$ cat config.mk
export PLATFORM = sky130hd
export DESIGN_NAME = pprp_regs
export DESIGN_NICKNAME = d
export VERILOG_FILES = /design/src/shared/pprp_pkg.sv /design/src/core/pprp_regs.sv
export SDC_FILE = /design/constraint.sdc
export NUM_CORES = 1
export LEC_CHECK = 0
export ABC_AREA = 1
export BUFFER_PORTS_ARGS = -buffer_cell sky130_fd_sc_hd__clkbuf_2
export CAP_MARGIN = 10
export CORE_ASPECT_RATIO = 1.4
export CORE_MARGIN = 5
export CORE_UTILIZATION = 49
export CTS_CLUSTER_SIZE = 28
export DETAILED_ROUTE_END_ITERATION = 6
export GPL_TIMING_DRIVEN = 1
export PLACE_DENSITY = 0.79
export SLEW_MARGIN = 20
export SYNTH_ARGS = -nofsm -noshare
export SYNTH_HDL_FRONTEND = slang
export SYNTH_SLANG_ARGS = --single-unit
$ cat constraint.sdc
create_clock -name SYS_CLK -period 1.52 [get_ports SYS_CLK]
set_input_delay 0.304 -clock SYS_CLK [delete_from_list [all_inputs] [get_ports SYS_CLK]]
set_output_delay 0.304 -clock SYS_CLK [all_outputs]
set_load 0.05 [all_outputs]
$ cat src/shared/pprp_pkg.sv
// Constants shared by the paged PHY register bank.
package pprp_pkg;

  // Register address space: eight base registers, eight paged registers.
  localparam int          ADDR_W        = 4;
  localparam int          DATA_W        = 8;
  localparam int          NUM_PORTS     = 3;

  // Base register that holds page and port selection.
  localparam logic [3:0]  BASE_SEL_ADDR = 4'h7;
  localparam int          PAGE_LSB      = 5;
  localparam int          PAGE_W        = 3;
  localparam int          PORT_LSB      = 0;
  localparam int          PORT_W        = 4;
  localparam logic [7:0]  BASE_SEL_RST  = 8'h00;

  // Page numbers.
  localparam logic [2:0]  PAGE_PORT     = 3'h0;
  localparam logic [2:0]  PAGE_IDENT    = 3'h1;
  localparam logic [2:0]  PAGE_VENDOR   = 3'h7;

  // Port page: one status and control byte for the selected port.
  localparam logic [3:0]  PORT_CTL_ADDR = 4'h8;
  localparam int          SLEEP_EN_BIT  = 0;
  localparam int          LOOP_BLK_BIT  = 1;
  localparam int          STANDBY_BIT   = 2;
  localparam int          HARD_OFF_BIT  = 3;
  localparam int          CON_BIT       = 4;
  localparam int          RECEIVE_OK_FLAG_BIT      = 5;
  localparam int          SLEEPING_BIT  = 6;
  localparam int          DISABLED_BIT  = 7;
  localparam logic        HARD_OFF_RST  = 1'b0;

  // Identification page.
  localparam logic [3:0]  CONFORM_ADDR  = 4'h8;
  localparam logic [3:0]  ID_SPARE_ADDR = 4'h9;
  localparam logic [3:0]  MAKER_HI_ADDR = 4'ha;
  localparam logic [3:0]  MAKER_MD_ADDR = 4'hb;
  localparam logic [3:0]  MAKER_LO_ADDR = 4'hc;
  localparam logic [3:0]  PART_HI_ADDR  = 4'hd;
  localparam logic [3:0]  PART_MD_ADDR  = 4'he;
  localparam logic [3:0]  PART_LO_ADDR  = 4'hf;
  localparam logic [7:0]  CONFORM_LEVEL = 8'h02;

  // Vendor-dependent page: soft hard reset sits in the bit numbered 0, which is the MSB.
  localparam logic [3:0]  SOFT_RST_ADDR = 4'he;
  localparam int          SOFT_RST_BIT  = 7;

  // Idle value of the monitor data lines.
  localparam logic [7:0]  DATA_IDLE     = 8'h00;

endpackage

$ cat src/core/pprp_regs.sv
// Paged configuration and status register bank of a three-port cable PHY.
`timescale 1ns/1ps
`default_nettype none
// Overview of operation
// - Strap sampled at reset sets all sleep enables.
// - Each port sleep enable written on its own.
// - Monitor mode shows port sleep states on data.
// - Loop-block flag cleared on bus reset, disconnect.
// - Standby flag follows standby state exactly.
// - Forced-off acts only while port disabled.
// - Forced-off disabled port drops flags and tones.
// - Release from forced-off triggers speed renegotiation.
// - Page select 1 maps identification page.
// - Conformance register reads 02h at address 1000.
// - Maker code MSB at 1010b, three bytes.
// - Part code MSB at 1101b, three bytes.
// - Page select 7 maps vendor-dependent page.
// - Soft hard-reset write resets whole device.
// - Soft hard-reset bit always reads zero.
module pprp_regs #(
  parameter int          NUM_PORTS  = pprp_pkg::NUM_PORTS,
  // Arbitrary neutral identification values.
  parameter logic [23:0] MAKER_CODE = 24'h123456,
  parameter logic [23:0] PART_CODE  = 24'h654321
) (
  // Clock and reset.
  input  wire logic                   SYS_CLK,
  input  wire logic                   RESET_N,
  // Register port from the link controller.
  input  wire logic [3:0]             REG_ADDR,
  input  wire logic [7:0]             REG_WDATA,
  input  wire logic                   REG_WR,
  input  wire logic                   REG_RD,
  output logic      [7:0]             REG_RDATA,
  // Straps and modes.
  input  wire logic                   SLEEP_STRAP_PIN,
  input  wire logic                   LINK_CLOCK_MONITOR_PIN,
  // Per-port state from the port logic.
  input  wire logic [NUM_PORTS-1:0]   PORT_CON_RAW,
  input  wire logic [NUM_PORTS-1:0]   PORT_RECEIVE_OK_FLAG_RAW,
  input  wire logic [NUM_PORTS-1:0]   PORT_LOOP_BLOCK,
  input  wire logic [NUM_PORTS-1:0]   PORT_DISCONNECT,
  input  wire logic                   BUS_RESET,
  input  wire logic [NUM_PORTS-1:0]   PORT_STANDBY,
  input  wire logic [NUM_PORTS-1:0]   PORT_SLEEPING,
  input  wire logic [NUM_PORTS-1:0]   PORT_DISABLED,
  // Per-port controls back to the port logic.
  output logic      [NUM_PORTS-1:0]   PORT_CON,
  output logic      [NUM_PORTS-1:0]   RECEIVE_OK_FLAG,
  output logic      [NUM_PORTS-1:0]   PORT_TONE_EN,
  output logic      [NUM_PORTS-1:0]   PORT_RENEGOTIATE,
  output logic      [NUM_PORTS-1:0]   PORT_SLEEP_EN,
  // Device-wide reset to the rest of the PHY.
  output logic                        DEVICE_RESET,
  // Monitor data lines.
  output logic      [7:0]             DATA_OUT,
  output logic                        DATA_OE_N
);

  // Internal state.
  logic                   rst;
  logic                   soft_rst_r;
  logic [7:0]             base_sel_r;
  logic [NUM_PORTS-1:0]   sleep_en_r;
  logic [NUM_PORTS-1:0]   hard_off_r;
  logic [NUM_PORTS-1:0]   loop_blk_r;
  logic [NUM_PORTS-1:0]   standby_r;
  logic [NUM_PORTS-1:0]   forced_off_r;
  logic [7:0]             rdata_r;
  logic [NUM_PORTS-1:0]   con_r;
  logic [NUM_PORTS-1:0]   receive_ok_flag_r;
  logic [NUM_PORTS-1:0]   tone_r;
  logic [NUM_PORTS-1:0]   reneg_r;
  logic [7:0]             data_out_r;
  logic                   data_oe_n_r;
  logic                   dev_rst_r;
  logic                   rst_dly_r;

  // Decoded selections.
  wire logic [2:0]        page_sel;
  wire logic [3:0]        port_sel;
  wire logic              port_ok;
  wire logic              paged;
  wire logic              on_port_pg;
  wire logic              on_ident_pg;
  wire logic              on_vendor_pg;
  wire logic              wr_base_sel;
  wire logic              wr_port_ctl;
  wire logic              wr_soft_rst;
  wire logic [NUM_PORTS-1:0] port_hit;
  wire logic [NUM_PORTS-1:0] forced_off;
  wire logic [NUM_PORTS-1:0] loop_clr;
  wire logic [7:0]        port_byte;
  wire logic [7:0]        ident_byte;
  wire logic [7:0]        rd_mux;
  wire logic [7:0]        sleep_view;
  wire logic              monitor_on;
  wire logic              chk_off;

  // Returns one bit of a port vector, zero for an absent port.
  function automatic logic port_bit(input logic [NUM_PORTS-1:0] vec, input logic [3:0] idx);
    logic r;
    r = 1'b0;
    for (int i = 0; i < NUM_PORTS; i++) begin
      if (idx == i[3:0]) begin
        r = vec[i];
      end
    end
    return r;
  endfunction

  // Hardware reset and soft hard reset act the same way.
  assign rst = !RESET_N || soft_rst_r;

  // Address and page decode.
  assign page_sel     = base_sel_r[pprp_pkg::PAGE_LSB +: pprp_pkg::PAGE_W];
  assign port_sel     = base_sel_r[pprp_pkg::PORT_LSB +: pprp_pkg::PORT_W];
  assign port_ok      = (port_sel < 4'(NUM_PORTS));
  assign paged        = REG_ADDR[3];
  assign on_port_pg   = paged && (page_sel == pprp_pkg::PAGE_PORT);
  assign on_ident_pg  = paged && (page_sel == pprp_pkg::PAGE_IDENT);
  assign on_vendor_pg = paged && (page_sel == pprp_pkg::PAGE_VENDOR);
  assign wr_base_sel  = REG_WR && (REG_ADDR == pprp_pkg::BASE_SEL_ADDR);
  assign wr_port_ctl  = REG_WR && on_port_pg && port_ok
                        && (REG_ADDR == pprp_pkg::PORT_CTL_ADDR);
  assign wr_soft_rst  = REG_WR && on_vendor_pg && (REG_ADDR == pprp_pkg::SOFT_RST_ADDR)
                        && REG_WDATA[pprp_pkg::SOFT_RST_BIT];

  // Per-port selection and forced-off condition.
  genvar g;
  generate
    for (g = 0; g < NUM_PORTS; g++) begin : g_port
      assign port_hit[g] = wr_port_ctl && (port_sel == 4'(g));
    end
  endgenerate
  assign forced_off = PORT_DISABLED & hard_off_r;
  assign loop_clr   = PORT_DISCONNECT | {NUM_PORTS{BUS_RESET}};

  // Port page byte for the selected port.
  assign port_byte = {port_bit(PORT_DISABLED, port_sel), port_bit(PORT_SLEEPING, port_sel),
                      port_bit(receive_ok_flag_r, port_sel), port_bit(con_r, port_sel),
                      port_bit(hard_off_r, port_sel), port_bit(standby_r, port_sel),
                      port_bit(loop_blk_r, port_sel), port_bit(sleep_en_r, port_sel)};

  // Identification page contents; read only, no write path exists.
  assign ident_byte = (REG_ADDR == pprp_pkg::CONFORM_ADDR)  ? pprp_pkg::CONFORM_LEVEL :
                      (REG_ADDR == pprp_pkg::MAKER_HI_ADDR) ? MAKER_CODE[23:16] :
                      (REG_ADDR == pprp_pkg::MAKER_MD_ADDR) ? MAKER_CODE[15:8] :
                      (REG_ADDR == pprp_pkg::MAKER_LO_ADDR) ? MAKER_CODE[7:0] :
                      (REG_ADDR == pprp_pkg::PART_HI_ADDR)  ? PART_CODE[23:16] :
                      (REG_ADDR == pprp_pkg::PART_MD_ADDR)  ? PART_CODE[15:8] :
                      (REG_ADDR == pprp_pkg::PART_LO_ADDR)  ? PART_CODE[7:0] :
                      8'h00;

  // Read selection; the vendor page, spare and unmapped addresses read zero.
  assign rd_mux = (REG_ADDR == pprp_pkg::BASE_SEL_ADDR) ? base_sel_r :
                  (on_port_pg && port_ok && (REG_ADDR == pprp_pkg::PORT_CTL_ADDR)) ? port_byte :
                  on_ident_pg ? ident_byte :
                  8'h00;

  // Monitor mode view of the sleep states.
  assign monitor_on = LINK_CLOCK_MONITOR_PIN;
  assign sleep_view = {{(8-NUM_PORTS){1'b0}}, PORT_SLEEPING};

  // Soft hard-reset request; it clears itself on the next edge, so it lasts one cycle.
  always_ff @(posedge SYS_CLK) begin
    if (!RESET_N) begin
      soft_rst_r <= 1'b0;
    end else if (soft_rst_r) begin
      soft_rst_r <= 1'b0;
    end else begin
      soft_rst_r <= wr_soft_rst;
    end
  end

  // Page and port selection register.
  always_ff @(posedge SYS_CLK) begin
    if (rst) begin
      base_sel_r <= pprp_pkg::BASE_SEL_RST;
    end else if (wr_base_sel) begin
      base_sel_r <= REG_WDATA;
    end
  end

  // Sleep enables: strap caught during reset, then per-port writes.
  always_ff @(posedge SYS_CLK) begin
    if (rst) begin
      sleep_en_r <= {NUM_PORTS{SLEEP_STRAP_PIN}};
    end else begin
      for (int i = 0; i < NUM_PORTS; i++) begin
        if (port_hit[i]) begin
          sleep_en_r[i] <= REG_WDATA[pprp_pkg::SLEEP_EN_BIT];
        end
      end
    end
  end

  // Forced-off controls, written per port.
  always_ff @(posedge SYS_CLK) begin
    if (rst) begin
      hard_off_r <= {NUM_PORTS{pprp_pkg::HARD_OFF_RST}};
    end else begin
      for (int i = 0; i < NUM_PORTS; i++) begin
        if (port_hit[i]) begin
          hard_off_r[i] <= REG_WDATA[pprp_pkg::HARD_OFF_BIT];
        end
      end
    end
  end

  // Loop-block flag: a new block wins over a clear in the same cycle.
  always_ff @(posedge SYS_CLK) begin
    if (rst) begin
      loop_blk_r <= '0;
    end else begin
      loop_blk_r <= PORT_LOOP_BLOCK | (loop_blk_r & ~loop_clr);
    end
  end

  // Standby flag tracks the port state.
  always_ff @(posedge SYS_CLK) begin
    if (rst) begin
      standby_r <= '0;
    end else begin
      standby_r <= PORT_STANDBY;
    end
  end

  // Connection flags and tones gated by the forced-off condition.
  always_ff @(posedge SYS_CLK) begin
    if (rst) begin
      con_r  <= '0;
      receive_ok_flag_r <= '0;
      tone_r <= '0;
    end else begin
      con_r  <= PORT_CON_RAW & ~forced_off;
      receive_ok_flag_r <= PORT_RECEIVE_OK_FLAG_RAW & ~forced_off;
      tone_r <= ~forced_off;
    end
  end

  // Renegotiation pulse when a port leaves the forced-off condition.
  always_ff @(posedge SYS_CLK) begin
    if (rst) begin
      forced_off_r <= '0;
      reneg_r      <= '0;
    end else begin
      forced_off_r <= forced_off;
      reneg_r      <= forced_off_r & ~forced_off;
    end
  end

  // Read data stands only in the cycle after the read strobe.
  always_ff @(posedge SYS_CLK) begin
    if (rst) begin
      rdata_r <= 8'h00;
    end else begin
      rdata_r <= REG_RD ? rd_mux : 8'h00;
    end
  end

  // Monitor data lines driven only in monitor mode.
  always_ff @(posedge SYS_CLK) begin
    if (rst) begin
      data_out_r  <= pprp_pkg::DATA_IDLE;
      data_oe_n_r <= 1'b1;
    end else begin
      data_out_r  <= monitor_on ? sleep_view : pprp_pkg::DATA_IDLE;
      data_oe_n_r <= !monitor_on;
    end
  end

  // Device reset output mirrors the internal reset, registered.
  always_ff @(posedge SYS_CLK) begin
    dev_rst_r <= rst;
  end

  // Reset seen one cycle late, so checks skip the first edge after any reset.
  always_ff @(posedge SYS_CLK) begin
    rst_dly_r <= rst;
  end
  assign chk_off = rst || rst_dly_r;

  // Output assignments straight from flip-flops.
  assign REG_RDATA        = rdata_r;
  assign PORT_CON         = con_r;
  assign RECEIVE_OK_FLAG  = receive_ok_flag_r;
  assign PORT_TONE_EN     = tone_r;
  assign PORT_RENEGOTIATE = reneg_r;
  assign PORT_SLEEP_EN    = sleep_en_r;
  assign DEVICE_RESET     = dev_rst_r;
  assign DATA_OUT         = data_out_r;
  assign DATA_OE_N        = data_oe_n_r;

  // Checks on the register bank.
  int unsigned rd_count;

  // Helper counter of reads seen, for cover use.
  always_ff @(posedge SYS_CLK) begin
    if (rst) begin
      rd_count <= 0;
    end else if (REG_RD && rd_count < 8) begin
      rd_count <= rd_count + 1;
    end
  end

  strap_sample_a: assert property (@(posedge SYS_CLK)
    !RESET_N ##1 RESET_N |-> sleep_en_r == {NUM_PORTS{$past(SLEEP_STRAP_PIN)}})
    else $error("Sleep enables do not match strap.");

  sleep_single_a: assert property (@(posedge SYS_CLK) disable iff (rst)
    wr_port_ctl |=> (sleep_en_r & ~$past(port_hit)) == ($past(sleep_en_r) & ~$past(port_hit)))
    else $error("Sleep write disturbed another port.");

  monitor_out_a: assert property (@(posedge SYS_CLK) disable iff (chk_off)
    monitor_on |=> !DATA_OE_N && DATA_OUT[NUM_PORTS-1:0] == $past(PORT_SLEEPING))
    else $error("Monitor mode does not show sleep states.");

  loop_clear_a: assert property (@(posedge SYS_CLK) disable iff (rst)
    BUS_RESET && PORT_LOOP_BLOCK == '0 |=> loop_blk_r == '0)
    else $error("Loop-block flag survived a bus reset.");

  standby_track_a: assert property (@(posedge SYS_CLK) disable iff (chk_off)
    ##1 standby_r == $past(PORT_STANDBY))
    else $error("Standby flag does not follow the port.");

  forced_noeff_a: assert property (@(posedge SYS_CLK) disable iff (chk_off)
    PORT_DISABLED == '0 |=> con_r == $past(PORT_CON_RAW) && tone_r == '1)
    else $error("Forced-off acted on an enabled port.");

  disabled_keep_a: assert property (@(posedge SYS_CLK) disable iff (chk_off)
    (PORT_DISABLED & ~hard_off_r) != '0 |=> ((con_r ^ $past(PORT_CON_RAW))
      & $past(PORT_DISABLED & ~hard_off_r)) == '0)
    else $error("Disabled port lost its flag without its control bit.");

  forced_drop_a: assert property (@(posedge SYS_CLK) disable iff (rst)
    forced_off != '0 |=> (con_r & $past(forced_off)) == '0
      && (receive_ok_flag_r & $past(forced_off)) == '0 && (tone_r & $past(forced_off)) == '0)
    else $error("Forced-off port kept its flags or tones.");

  reneg_pulse_a: assert property (@(posedge SYS_CLK) disable iff (rst)
    $fell(forced_off[0]) |=> PORT_RENEGOTIATE[0] ##1 !PORT_RENEGOTIATE[0])
    else $error("No renegotiation pulse on release.");

  conform_read_a: assert property (@(posedge SYS_CLK) disable iff (rst)
    REG_RD && on_ident_pg && REG_ADDR == pprp_pkg::CONFORM_ADDR |=> REG_RDATA == 8'h02)
    else $error("Conformance level read wrong.");

  maker_read_a: assert property (@(posedge SYS_CLK) disable iff (rst)
    REG_RD && on_ident_pg && REG_ADDR == pprp_pkg::MAKER_HI_ADDR |=> REG_RDATA == MAKER_CODE[23:16])
    else $error("Maker code high byte read wrong.");

  part_read_a: assert property (@(posedge SYS_CLK) disable iff (rst)
    REG_RD && on_ident_pg && REG_ADDR == pprp_pkg::PART_HI_ADDR |=> REG_RDATA == PART_CODE[23:16])
    else $error("Part code high byte read wrong.");

  soft_reset_a: assert property (@(posedge SYS_CLK) disable iff (!RESET_N)
    wr_soft_rst && !soft_rst_r |=> rst ##1 DEVICE_RESET && base_sel_r == pprp_pkg::BASE_SEL_RST)
    else $error("Soft reset did not reset the device.");

  soft_read_a: assert property (@(posedge SYS_CLK) disable iff (rst)
    REG_RD && on_vendor_pg |=> REG_RDATA == 8'h00)
    else $error("Vendor page read nonzero.");

  read_once_a: assert property (@(posedge SYS_CLK) disable iff (rst)
    !REG_RD |=> REG_RDATA == 8'h00)
    else $error("Read data outside its cycle.");

  ident_page_c: cover property (@(posedge SYS_CLK) disable iff (rst) REG_RD && on_ident_pg);
  vendor_rst_c: cover property (@(posedge SYS_CLK) disable iff (!RESET_N) wr_soft_rst);
  forced_rel_c: cover property (@(posedge SYS_CLK) disable iff (rst) PORT_RENEGOTIATE != '0);
  monitor_c:    cover property (@(posedge SYS_CLK) disable iff (rst) monitor_on && rd_count > 2);

endmodule
`default_nettype wire

== After elaboration in Yosys (flattened, before gate mapping) ==
Index checks and enable logic that the tools add are counted.

* Flip-flop bits (word level): 54
* Bits of input ports: 40
* Output and inout bits: 33

* Reductions and logical operators: 26
* Mux-type cells: 38
* $lt $le $gt $ge: 1
* Eq/ne operators: 12
* Bitwise operators: 12

{| class="wikitable"
|+ Operators with widths
! operator !! count
|-
| $mux W7 || 7
|-
| $eq A4 B4 Y1 const B || 7
|-
| $mux W1 || 27
|-
| $mux W8 || 2
|-
| $and A3 B3 Y3 || 5
|-
| $logic_and A1 B1 Y1 || 15
|-
| $mux W6 || 1
|-
| $not A3 Y3 || 2
|-
| $or A3 B3 Y3 || 2
|-
| $reduce_bool A2 Y1 || 3
|-
| $reduce_or A2 Y1 || 3
|-
| $eq A4 B1 Y1 const B || 1
|-
| $eq A4 B2 Y1 const B || 1
|-
| $eq A4 B3 Y1 const B || 1
|-
| $logic_not A4 Y1 || 1
|-
| $lt A4 B2 Y1 const B || 1
|-
| $eq A3 B1 Y1 const B || 1
|-
| $eq A3 B3 Y1 const B || 1
|-
| $logic_not A3 Y1 || 1
|-
| $mux W3 || 1
|-
| $not A1 Y1 || 3
|-
| $logic_not A1 Y1 || 2
|-
| $logic_or A1 B1 Y1 || 1
|}

== Longest topological paths before layout ==
Gate-level depths: netlist (run 1).

* Depth after elaboration: 11
* Gate-level depth with buffers: 10
* Gate-level depth less buffers: 9

== Least setup slack after synthesis (run 1) ==
No wires, ideal clock.

* Kind: input -> register
* Start: in RESET_N
* End: reg sleep_en_r[1], in the netlist PORT_SLEEP_EN[1] (enable)
* Required time: 1.275 ns
* Path slack: 0.204 ns
* Data arrival time: 1.070 ns
* Stages: 6
* Cells stage by stage: inv_1 or2_1 clkbuf_1 inv_1 buf_2 nand2_1

* Word-level cells in the longest chain between the ends: 3

{| class="wikitable"
|+ RTL lines
! element !! line !! RTL
|-
| start, declared || pprp_regs.sv:28 || <nowiki>input wire logic RESET_N,</nowiki>
|-
| $logic_not A1 Y1 || - ||
|-
| $logic_or A1 B1 Y1 || pprp_regs.sv:113 || <nowiki>assign rst = !RESET_N || soft_rst_r;</nowiki>
|-
| $reduce_bool A2 Y1 (no source line) || - ||
|-
| end signal, assigned || pprp_regs.sv:188 || <nowiki>sleep_en_r <= {NUM_PORTS{SLEEP_STRAP_PIN}};</nowiki>
|-
| end signal, assigned by index || pprp_regs.sv:192 || <nowiki>sleep_en_r[i] <= REG_WDATA[pprp_pkg::SLEEP_EN_BIT];</nowiki>
|-
| end, declared || pprp_regs.sv:64 || <nowiki>logic [NUM_PORTS-1:0] sleep_en_r;</nowiki>
|}

Every way passes these cells.
A chain may end at the register's enable or synchronous reset.

== Worst setup path after layout (run 1) ==
* Start: reg base_sel_r[1]
* End: reg sleep_en_r[1], in the netlist PORT_SLEEP_EN[1] (enable)

* Word-level cells in the longest chain between the ends: 5
* Elaborated cells on any way between the ends: 6
* Those cells by class: order compare: 1; eq/ne: 1; reduce/logical: 4

{| class="wikitable"
|+ RTL lines
! element !! line !! RTL
|-
| start, declared || pprp_regs.sv:63 || <nowiki>logic [7:0] base_sel_r;</nowiki>
|-
| start signal, assigned || pprp_regs.sv:179 || <nowiki>base_sel_r <= pprp_pkg::BASE_SEL_RST;</nowiki>
|-
| $lt A4 B2 Y1 || pprp_regs.sv:118 || <nowiki>assign port_ok = (port_sel < 4'(NUM_PORTS));</nowiki>
|-
| $logic_and A1 B1 Y1 || pprp_regs.sv:124 || <nowiki>assign wr_port_ctl = REG_WR && on_port_pg && port_ok</nowiki>
|-
| $logic_and A1 B1 Y1 || pprp_regs.sv:125 || <nowiki>&& (REG_ADDR == pprp_pkg::PORT_CTL_ADDR);</nowiki>
|-
| $logic_and A1 B1 Y1 * || pprp_regs.sv:133 || <nowiki>assign port_hit[g] = wr_port_ctl && (port_sel == 4'(g));</nowiki>
|-
| $reduce_bool A2 Y1 (no source line) * || - ||
|}

Mark *: on every way between the ends. The rest lies on a longest branch, timed or not.

==> metrics, run 1 <==
Final ANT Viol Nets=0; post-route minimum period=1370 ps; Via-to-Cell Ratio=4.87; Req. time, crit path=1540 ps; CTS tree=yes; worst path cell trace=nand2_1, nand3_1, nor2_1, nand4_1, nand2_1; Crit path depth=5; H-tree depth=2; clk_lat worst skew=300 ps; 1st-pass router iterations=4; number of synthesized register bits=49; number of placement rows=28; RSZ-0062 raised after global routing=no; Critical Path AT=1390 ps; CTS Buffer Depth=2; Hold Path Depth=3; met2 WL=2.67 mm; WS Path Type=flop to flop; Synth Warn #=0; Area contributors post-synth=dfxtp_1 44%, nand2_1 13%, nor2_1 7.2%; XOR/XNOR Fraction of Synth Area=0%; status=finished, final reports clean; 1st-iter DRT viols=138; CP Capture Type=flop; Adder-Cell Fraction of Synth Area=0%; Fmax achieved=729 MHz; total die area=0.00569 mm²; final wirelength=5.03 mm; chip height=87.3 µm; Worst setup SP type=flop; Met1 Wirelength=1.99 mm; cell taking the most area after synthesis=dfxtp_1; Clock Sinks=49; most frequent cells in the layout=71 x nand2_1, 67 x clkbuf_2, 45 x dfxtp_1; initial antenna violation count=0; Multi-input gate area=863 µm²; I/O pin total=73; Synth Area in Compound Gates=9.75%; DRC viols=0; overflow left after global routing=0; All-Layer GR Usage=19.3%; max_cap viols=0; synthesis-to-layout area growth=24.3%; Placer Congestion=0.868; first-pass GRT wire length=8.50 mm; hold buffer count at CTS=0; Fin Setup TNS=0 ps; IO buf count=67; Unique masters post-synth=25; Pins Over Slew Limit=0; most common cell after layout, fill and taps aside=nand2_1; vias in the first global route=1941; Final HPWL DP=4.00 mm; Hold WS=190 ps; crit path max fanout=10; Post-Synth Simple-Gate Area=30.6%; R2R cell count=5; Post-Syn Area=0.00209 mm²; CP max-delay cell=dfxtp_2; proportion of layout cells with a drive suffix above 1=25.8%; Top Layer Used=met4; Final Cell Area=0.00260 mm²; multiplexer share of the synthesized area=0%; Layout Nets=400; clk root buf=clkbuf_8; post-synth top area share=44.0%; Die X=65.2 µm; clock skew=8.29 ps; fin crit share=90.2%; Area after DPL=0.00248 mm²; wire per inst=12.4 µm; Worst-path clk slew=90 ps; WP buf/inv=0; Filler cells=404; post-synthesis area per instance=7.29 µm²; pwr/cell area=1030 mW/mm²; Most common cell on crit path=nand2_1; diode count=0; largest net degree at the start of global routing=22; setup violators final=0; Peak VDD IR=0.742 mV; Max stage delay on crit path=390 ps; routed via count=1979; final hold violations=0; sequential share of the synthesized area=48.3%; worst hold path class=input pin to flop; metal3 WL=299 µm; kind of cell adding the most delay to the critical path=simple AND/OR/NAND/NOR gates; Static Leak=1.32 nW; Syn Inst Count=287; TritonCTS Buffers=5; Starting Density=50.2%; total area of sequential cells=0.00101 mm²; largest family of logic cells by synthesized area=simple AND/OR/NAND/NOR gates; Core Region=0.00417 mm²
-- cell type report --
type / instances / share of cell area (%)
Multi-Input combinational cell: 190 / 33.2
Clock buffer: 5 / 2.65
Tap cell: 45 / 2.16
Timing Repair Buffer: 75 / 15.7
Sequential cell: 49 / 38.9
Inverter: 39 / 5.63
Clock inverter: 3 / 1.78
-- per-layer routing --
metal  global-route usage [%]  up-vias
met3                     5.68        9
met5                        0        -
li1                         -     1039
met2                     36.0       55
met1                     20.4      876
met4                     6.23        0
-- stage by stage --
step | utilization (%) | worst slack [ps] | total power [W] | std cells
3_3_place_gp | 59.4 | 93.9 | 0.00176 | 397
3_5_place_dp | 59.4 | 37.6 | 0.00176 | 397
2_1_floorplan | - | 204 | 0.00165 | 291
4_1_cts | 62.2 | 101 | 0.00269 | 405
6_report | 62.4 | 149 | 0.00267 | 406
5_1_grt | 62.4 | 52.5 | 0.00281 | 406
-- where the power goes --
part           total (W)  leakage (nW)  switching (W)  internal (W)
sequential       0.00136         0.406      0.0000221       0.00134
combinational   0.000374         0.862       0.000262      0.000112
clock           0.000938        0.0543       0.000446      0.000492
-- synth_stat cells --
cell type / number
buf_6: 2
or2_1: 1
a21oi_1: 20
buf_2: 3
o211ai_1: 4
nor3_2: 1
conb_1: 1
nand4_1: 6
nand3_1: 20
nor2_2: 3
nor4_1: 1
nor2_4: 1
o21ai_0: 12
buf_4: 5
nor3_4: 1
nand2_1: 71
nand2_4: 1
nand2_2: 1
nor2_1: 40
edfxtp_1: 3
inv_1: 39
o21ai_1: 1
o21ai_2: 1
clkbuf_1: 3
dfxtp_1: 46
-- tightest hold or removal path: cells and delay by family --
kind	cells	cell delay, ps
buf+inv	2	120
simple gates	1	30
-- final timing paths --
path                                                 start                              to  slack [ps]
worst max-delay path            base_sel_r[1]$_SDFFE_PN0P_      PORT_SLEEP_EN[1]$_DFFE_PP_         150
worst min-delay path                       PORT_STANDBY[0]         standby_r[0]$_SDFF_PN0_         190
worst max register to register  base_sel_r[1]$_SDFFE_PN0P_      PORT_SLEEP_EN[1]$_DFFE_PP_         150
worst min register to register  forced_off_r[1]$_SDFF_PN0_  PORT_RENEGOTIATE[1]$_SDFF_PN0_         430
-- logic make-up after synthesis --
group | Yosys count
flops | 49
other cells | 1
buf+inv | 52
simple gates | 147
compound gates | 38
-- repair_timing --
item | 4_1_cts | 5_1_grt
setup endpoints to repair | 0 | 3
gates resized for setup | 0 | 1
buffers inserted | 0 | 1
Power figures use the tool's default switching activity.
==> run 2, diff against run 1 <==
Settings changed: ABC_AREA 1 to unset, CORE_UTILIZATION 49 to 48, PLACE_DENSITY 0.79 to 0.78.
==> metrics, run 2 <==
status=finished with violations; failing checks=negative setup slack; post-synth top area share=46.7%; fin crit share=114%; 1st-pass router iterations=4; Internal=0.00195 W; Comb pwr share=14.4%; proportion of layout cells with a drive suffix above 1=38.4%; routed via count=1791; first-pass GRT wire length=7.83 mm; worst hold path class=input pin to flop; Unique masters post-synth=31; R2R setup slack=-210 ps; Die X=64.2 µm; Placer Congestion=0.813; final wirelength=4.81 mm; most repeated cell in the gate-level netlist after synthesis=dfxtp_1; TritonCTS Buffers=5; sequential share of the synthesized area=51.3%; Via-to-Cell Ratio=5.27; Most common cell on crit path=or4_4; Post-synth EDFFs=3; hold buffer count at CTS=0; CP Capture Type=flop; switching share of total power=26.3%; max_cap viols=0; IO buf count=67; Syn Inst Count=208; clock skew=9.85 ps; met2 WL=2.54 mm; post-synthesis area per instance=9.47 µm²; R2R cell count=3; largest net degree at the start of global routing=18; Core Region=0.00395 mm²; overflow left after global routing=0; Worst R2R Start=base_sel_r[3]$_SDFFE_PN0P_; pwr/cell area=1000 mW/mm²; number of synthesized register bits=49; RSZ-0062 raised after global routing=yes; Final Power=0.00264 W; final hold violations=0; vias in the first global route=1728; worst setup margin=-208 ps; Synth Warn #=0; post-route minimum period=1730 ps; Commonest cells post-synth=46 x dfxtp_1, 22 x a21oi_1, 21 x nand2_1; clk_lat worst skew=310 ps; Post-Syn Area=0.00197 mm²; CP max-delay cell=or4_4; crit path max fanout=4; FFs w/ async S/R, synth=0%; diode count=0; Req. time, crit path=1560 ps; most common cell after layout, fill and taps aside=clkbuf_2; Area contributors post-synth=dfxtp_1 47%, mux2i_1 6.1%, a21oi_1 5.6%; CTS Buffer Depth=2; Worst-path clk slew=90 ps; Clk pwr share=34.4%; wire per inst=14.1 µm; chip height=85.8 µm; Pins Over Slew Limit=0; ys flop type=dfxtp_1; I/O pin total=73; Clock Sinks=49; total die area=0.00551 mm²; Place WS=-240 ps; clk root buf=clkbuf_8; sequential power share=51.2%; Critical Path AT=1770 ps; Starting Density=49.9%; synthesis-to-layout area growth=34.2%; Max stage delay on crit path=550 ps; cell taking the most area after synthesis=dfxtp_1; Final HPWL DP=3.72 mm; final core occ=66.9%; Fmax achieved=579 MHz; Top Layer Used=met4; Layout Nets=336; metal3 WL=301 µm; sw power=0.000696 W; Static Leak=1.16 nW; worst r2r dst=PORT_SLEEP_EN[0]$_DFFE_PP_; All-Layer GR Usage=18.1%; Fin Setup TNS=-2010 ps; Final ANT Viol Nets=0; H-tree depth=2; setup violators final=14; Peak VDD IR=0.847 mV; DRC viols=0; HP Start=LINK_CLOCK_MONITOR_PIN; Hold Path Depth=2; Met1 Wirelength=1.85 mm; number of placement rows=27; CTS tree=yes; most frequent cells in the layout=67 x clkbuf_2, 46 x dfxtp_1, 23 x buf_4; WS Path Type=flop to flop; 1st-iter DRT viols=67; worst hold endpoint=DATA_OE_N$_SDFF_PN1_; initial antenna violation count=0; worst path cell trace=or4_4, or4_4, nand2_2; Worst setup SP type=flop
==> run 2: cell types whose count changed after synthesis, sizes merged, moves of 7 or more <==
cell	previous run	this run
nand2	73	21
and2	0	13
mux2i	0	12
o21ai	14	7
o2bb2ai	0	9
nor2	44	15
nand3	20	10
inv	39	0
==> run 2: logic make-up (layout without fill, tap and decap cells) <==
logic type	Yosys count	in the layout	share of synthesized area, %
AND/OR/NAND/NOR	86	86	23.7
flip-flops	49	49	51.3
AO/OA/AOI/OAI	44	44	14.7
buffers and inverters	16	101	4.06
multiplexers	12	12	6.10
other	1	5	0.190
==> run 2: through the flow <==
stage / area [µm²] / cells / hold slack, ps
2_1_floorplan: 1990 / 212 / 366
3_3_place_gp: 2480 / 331 / 415
3_5_place_dp: 2480 / 331 / 414
4_1_cts: 2600 / 339 / 175
5_1_grt: 2640 / 340 / 183
6_report: 2640 / 340 / 177
==> run 2: cell type report <==
class / count / area, µm²
inverter: 1 / 3.75
sequential: 49 / 1010
clock inverter: 3 / 41.3
tap: 43 / 53.8
timing repair buffer: 92 / 531
fill: 315 / 1310
clock buffer: 5 / 68.8
multi-input combinational: 147 / 935
==> run 2: timing repair <==
item / CTS / global route
gates resized for setup: 1 / 9
buffers inserted: 0 / 1
pin swaps: 4 / 3
setup endpoints to repair: 14 / 14
==> run 2: worst max-delay path by stage <==
stage	start	endpoint	slack, ps	cells past startpoint
global route	base_sel_r[3]$_SDFFE_PN0P_	PORT_SLEEP_EN[1]$_DFFE_PP_	-320	4
finish	base_sel_r[3]$_SDFFE_PN0P_	PORT_SLEEP_EN[0]$_DFFE_PP_	-210	3
detailed placement	REG_WR	PORT_SLEEP_EN[0]$_DFFE_PP_	-240	4
global placement	REG_WR	PORT_SLEEP_EN[0]$_DFFE_PP_	-240	4
CTS	base_sel_r[3]$_SDFFE_PN0P_	PORT_SLEEP_EN[0]$_DFFE_PP_	-210	3
floorplan	base_sel_r[3]$_SDFFE_PN0P_	PORT_SLEEP_EN[0]$_DFFE_PP_	-210	3
==> run 2: critical path: cells and delay by family (launching register included) <==
| kind | cells | cell delay [ps] |
|---|---|---|
| DFF | 1 | 320 |
| and+or+nand+nor | 3 | 1140 |
==> run 2: routing by layer <==
layer | GRT usage (%) | up-vias
li1 | - | 902
met1 | 20.6 | 824
met2 | 31.4 | 54
met3 | 4.19 | 11
met4 | 8.33 | 0
met5 | 0 | -
==> run 2: power by group through the flow <==
| stage | clock, W | combinational (W) | sequential (W) |
|---|---|---|---|
| global route | 0.000984 | 0.000409 | 0.00136 |
| CTS | 0.000923 | 0.000373 | 0.00136 |
| floorplan | 0 | 0.000141 | 0.00149 |
| global placement | 0 | 0.000367 | 0.00138 |
| finish | 0.000910 | 0.000380 | 0.00136 |
| detailed placement | 0 | 0.000372 | 0.00139 |
==> run 3, diff against run 2 <==
Settings changed: REMOVE_ABC_BUFFERS set to 1.
Clock period 1.52 ns to 1.97 ns, I/O delays scaled along.
==> metrics, run 3 (synthesis gave the netlist of run 2 again) <==
status=finished, final reports clean; All-Layer GR Usage=18.1%; worst hold path class=input pin to flop; setup bufs post-CTS=0; clk root buf=clkbuf_8; setup violators final=0; R2R setup slack=120 ps; DRC viols=0; proportion of layout cells with a drive suffix above 1=33.0%; chip height=85.8 µm; Final HPWL DP=3.69 mm; routed via count=1737; Fin Setup TNS=0 ps; post-route minimum period=1850 ps; hold buffer count at CTS=0; I/O pin total=73; grt peak-use layer=met2; max_cap viols=0; Placer Congestion=0.796; CTS Buffer Depth=2; 1st-pass router iterations=4; WS Path Type=flop to flop; most frequent cells in the layout=67 x clkbuf_2, 46 x dfxtp_1, 22 x a21oi_1; Final ANT Viol Nets=0; CP Capture Type=flop; final wirelength=4.87 mm; Fmax achieved=541 MHz; TritonCTS Buffers=5; met2 Use GR=33.7%; Peak VDD IR=0.560 mV; RSZ-0062 raised after global routing=no; Static Leak=1.10 nW; overflow left after global routing=0; total die area=0.00551 mm²; Clock Sinks=49; Final Cell Area=0.00251 mm²; synthesis-to-layout area growth=27.5%; largest net degree at the start of global routing=18; clock skew=6.49 ps; fin crit share=93.8%; Critical Path AT=1870 ps; Layout Nets=324; Worst-path clk slew=90 ps; number of placement rows=27; Pins Over Slew Limit=0; 1st-iter DRT viols=53; crit path max fanout=6; initial antenna violation count=0; first-pass GRT wire length=7.82 mm; final hold violations=0; Via-to-Cell Ratio=5.30; vias in the first global route=1742; clk_lat worst skew=310 ps; R2R cell count=3; Req. time, crit path=2000 ps; Filler cells=346; H-tree depth=2; CTS tree=yes; pwr/cell area=824 mW/mm²; met1 Use GR=18.5%; met3 Usage GRT=4.59%; Hold Path Depth=2; most common cell after layout, fill and taps aside=clkbuf_2; diode count=0; IO buf count=67; Die X=64.2 µm; wire per inst=14.9 µm; Worst setup SP type=flop; Core Region=0.00395 mm²; Area after DPL=0.00240 mm²; Starting Density=49.9%; post-CTS resize count=0
-- run 3: changes by cell type in the layout (fill, tap and decap cells not counted), moves of 2 or more --
cell | previous run | this run
buf_6 | 2 | 0
buf_4 | 23 | 13
a21oi_2 | 4 | 0
a21oi_1 | 18 | 22
nand2_2 | 2 | 0
nand2_1 | 19 | 21
-- run 3: path summary, 6_finish.rpt --
kind                                                  from                             end
worst min-delay path                LINK_CLOCK_MONITOR_PIN            DATA_OE_N$_SDFF_PN1_
worst max-delay path            base_sel_r[7]$_SDFFE_PN0P_      PORT_SLEEP_EN[2]$_DFFE_PP_
worst min register to register  forced_off_r[2]$_SDFF_PN0_  PORT_RENEGOTIATE[2]$_SDFF_PN0_
worst max register to register  base_sel_r[7]$_SDFFE_PN0P_      PORT_SLEEP_EN[2]$_DFFE_PP_
-- run 3: final cells by class --
cell class                 count  area, µm²  share of cell area (%)
inverter                       1       3.75                   0.149
sequential                    49       1010                    40.2
clock buffer                   7       86.3                    3.44
tap                           43       53.8                    2.14
clock inverter                 1       30.0                    1.20
timing repair buffer          80        433                    17.2
multi-input combinational    147        895                    35.6
-- run 3: per-stage QoR --
stage                     instances  setup WS [ps]  utilization, %  hold WS, ps  power (W)
after global placement          320            109            60.6          408    0.00134
after CTS                       328            120            63.6          263    0.00208
after floorplan                 197           27.7               -          406    0.00124
final                           328            122            63.6          266    0.00207
after global routing            328           36.7            63.6          274    0.00215
after detailed placement        320            103            60.6          413    0.00135
-- run 3: where the power goes --
part / leakage (nW) / switching, W / internal (W)
clock network: 0.0585 / 0.000333 / 0.000414
logic: 0.635 / 0.000192 / 0.0000862
registers: 0.406 / 0.0000124 / 0.00103
-- run 3: critical path, stage by stage (launching register included) --
cell      delay [ps]
dfxtp_1          360
or4_4            590
nor4_1           440
nand2b_1         180
-- run 3: layer usage --
metal | share of wire [%] | up-vias
met5 | 0 | -
met4 | 1.7 | 0
met3 | 6.2 | 7
met2 | 56 | 50
met1 | 36 | 804
li1 | - | 876
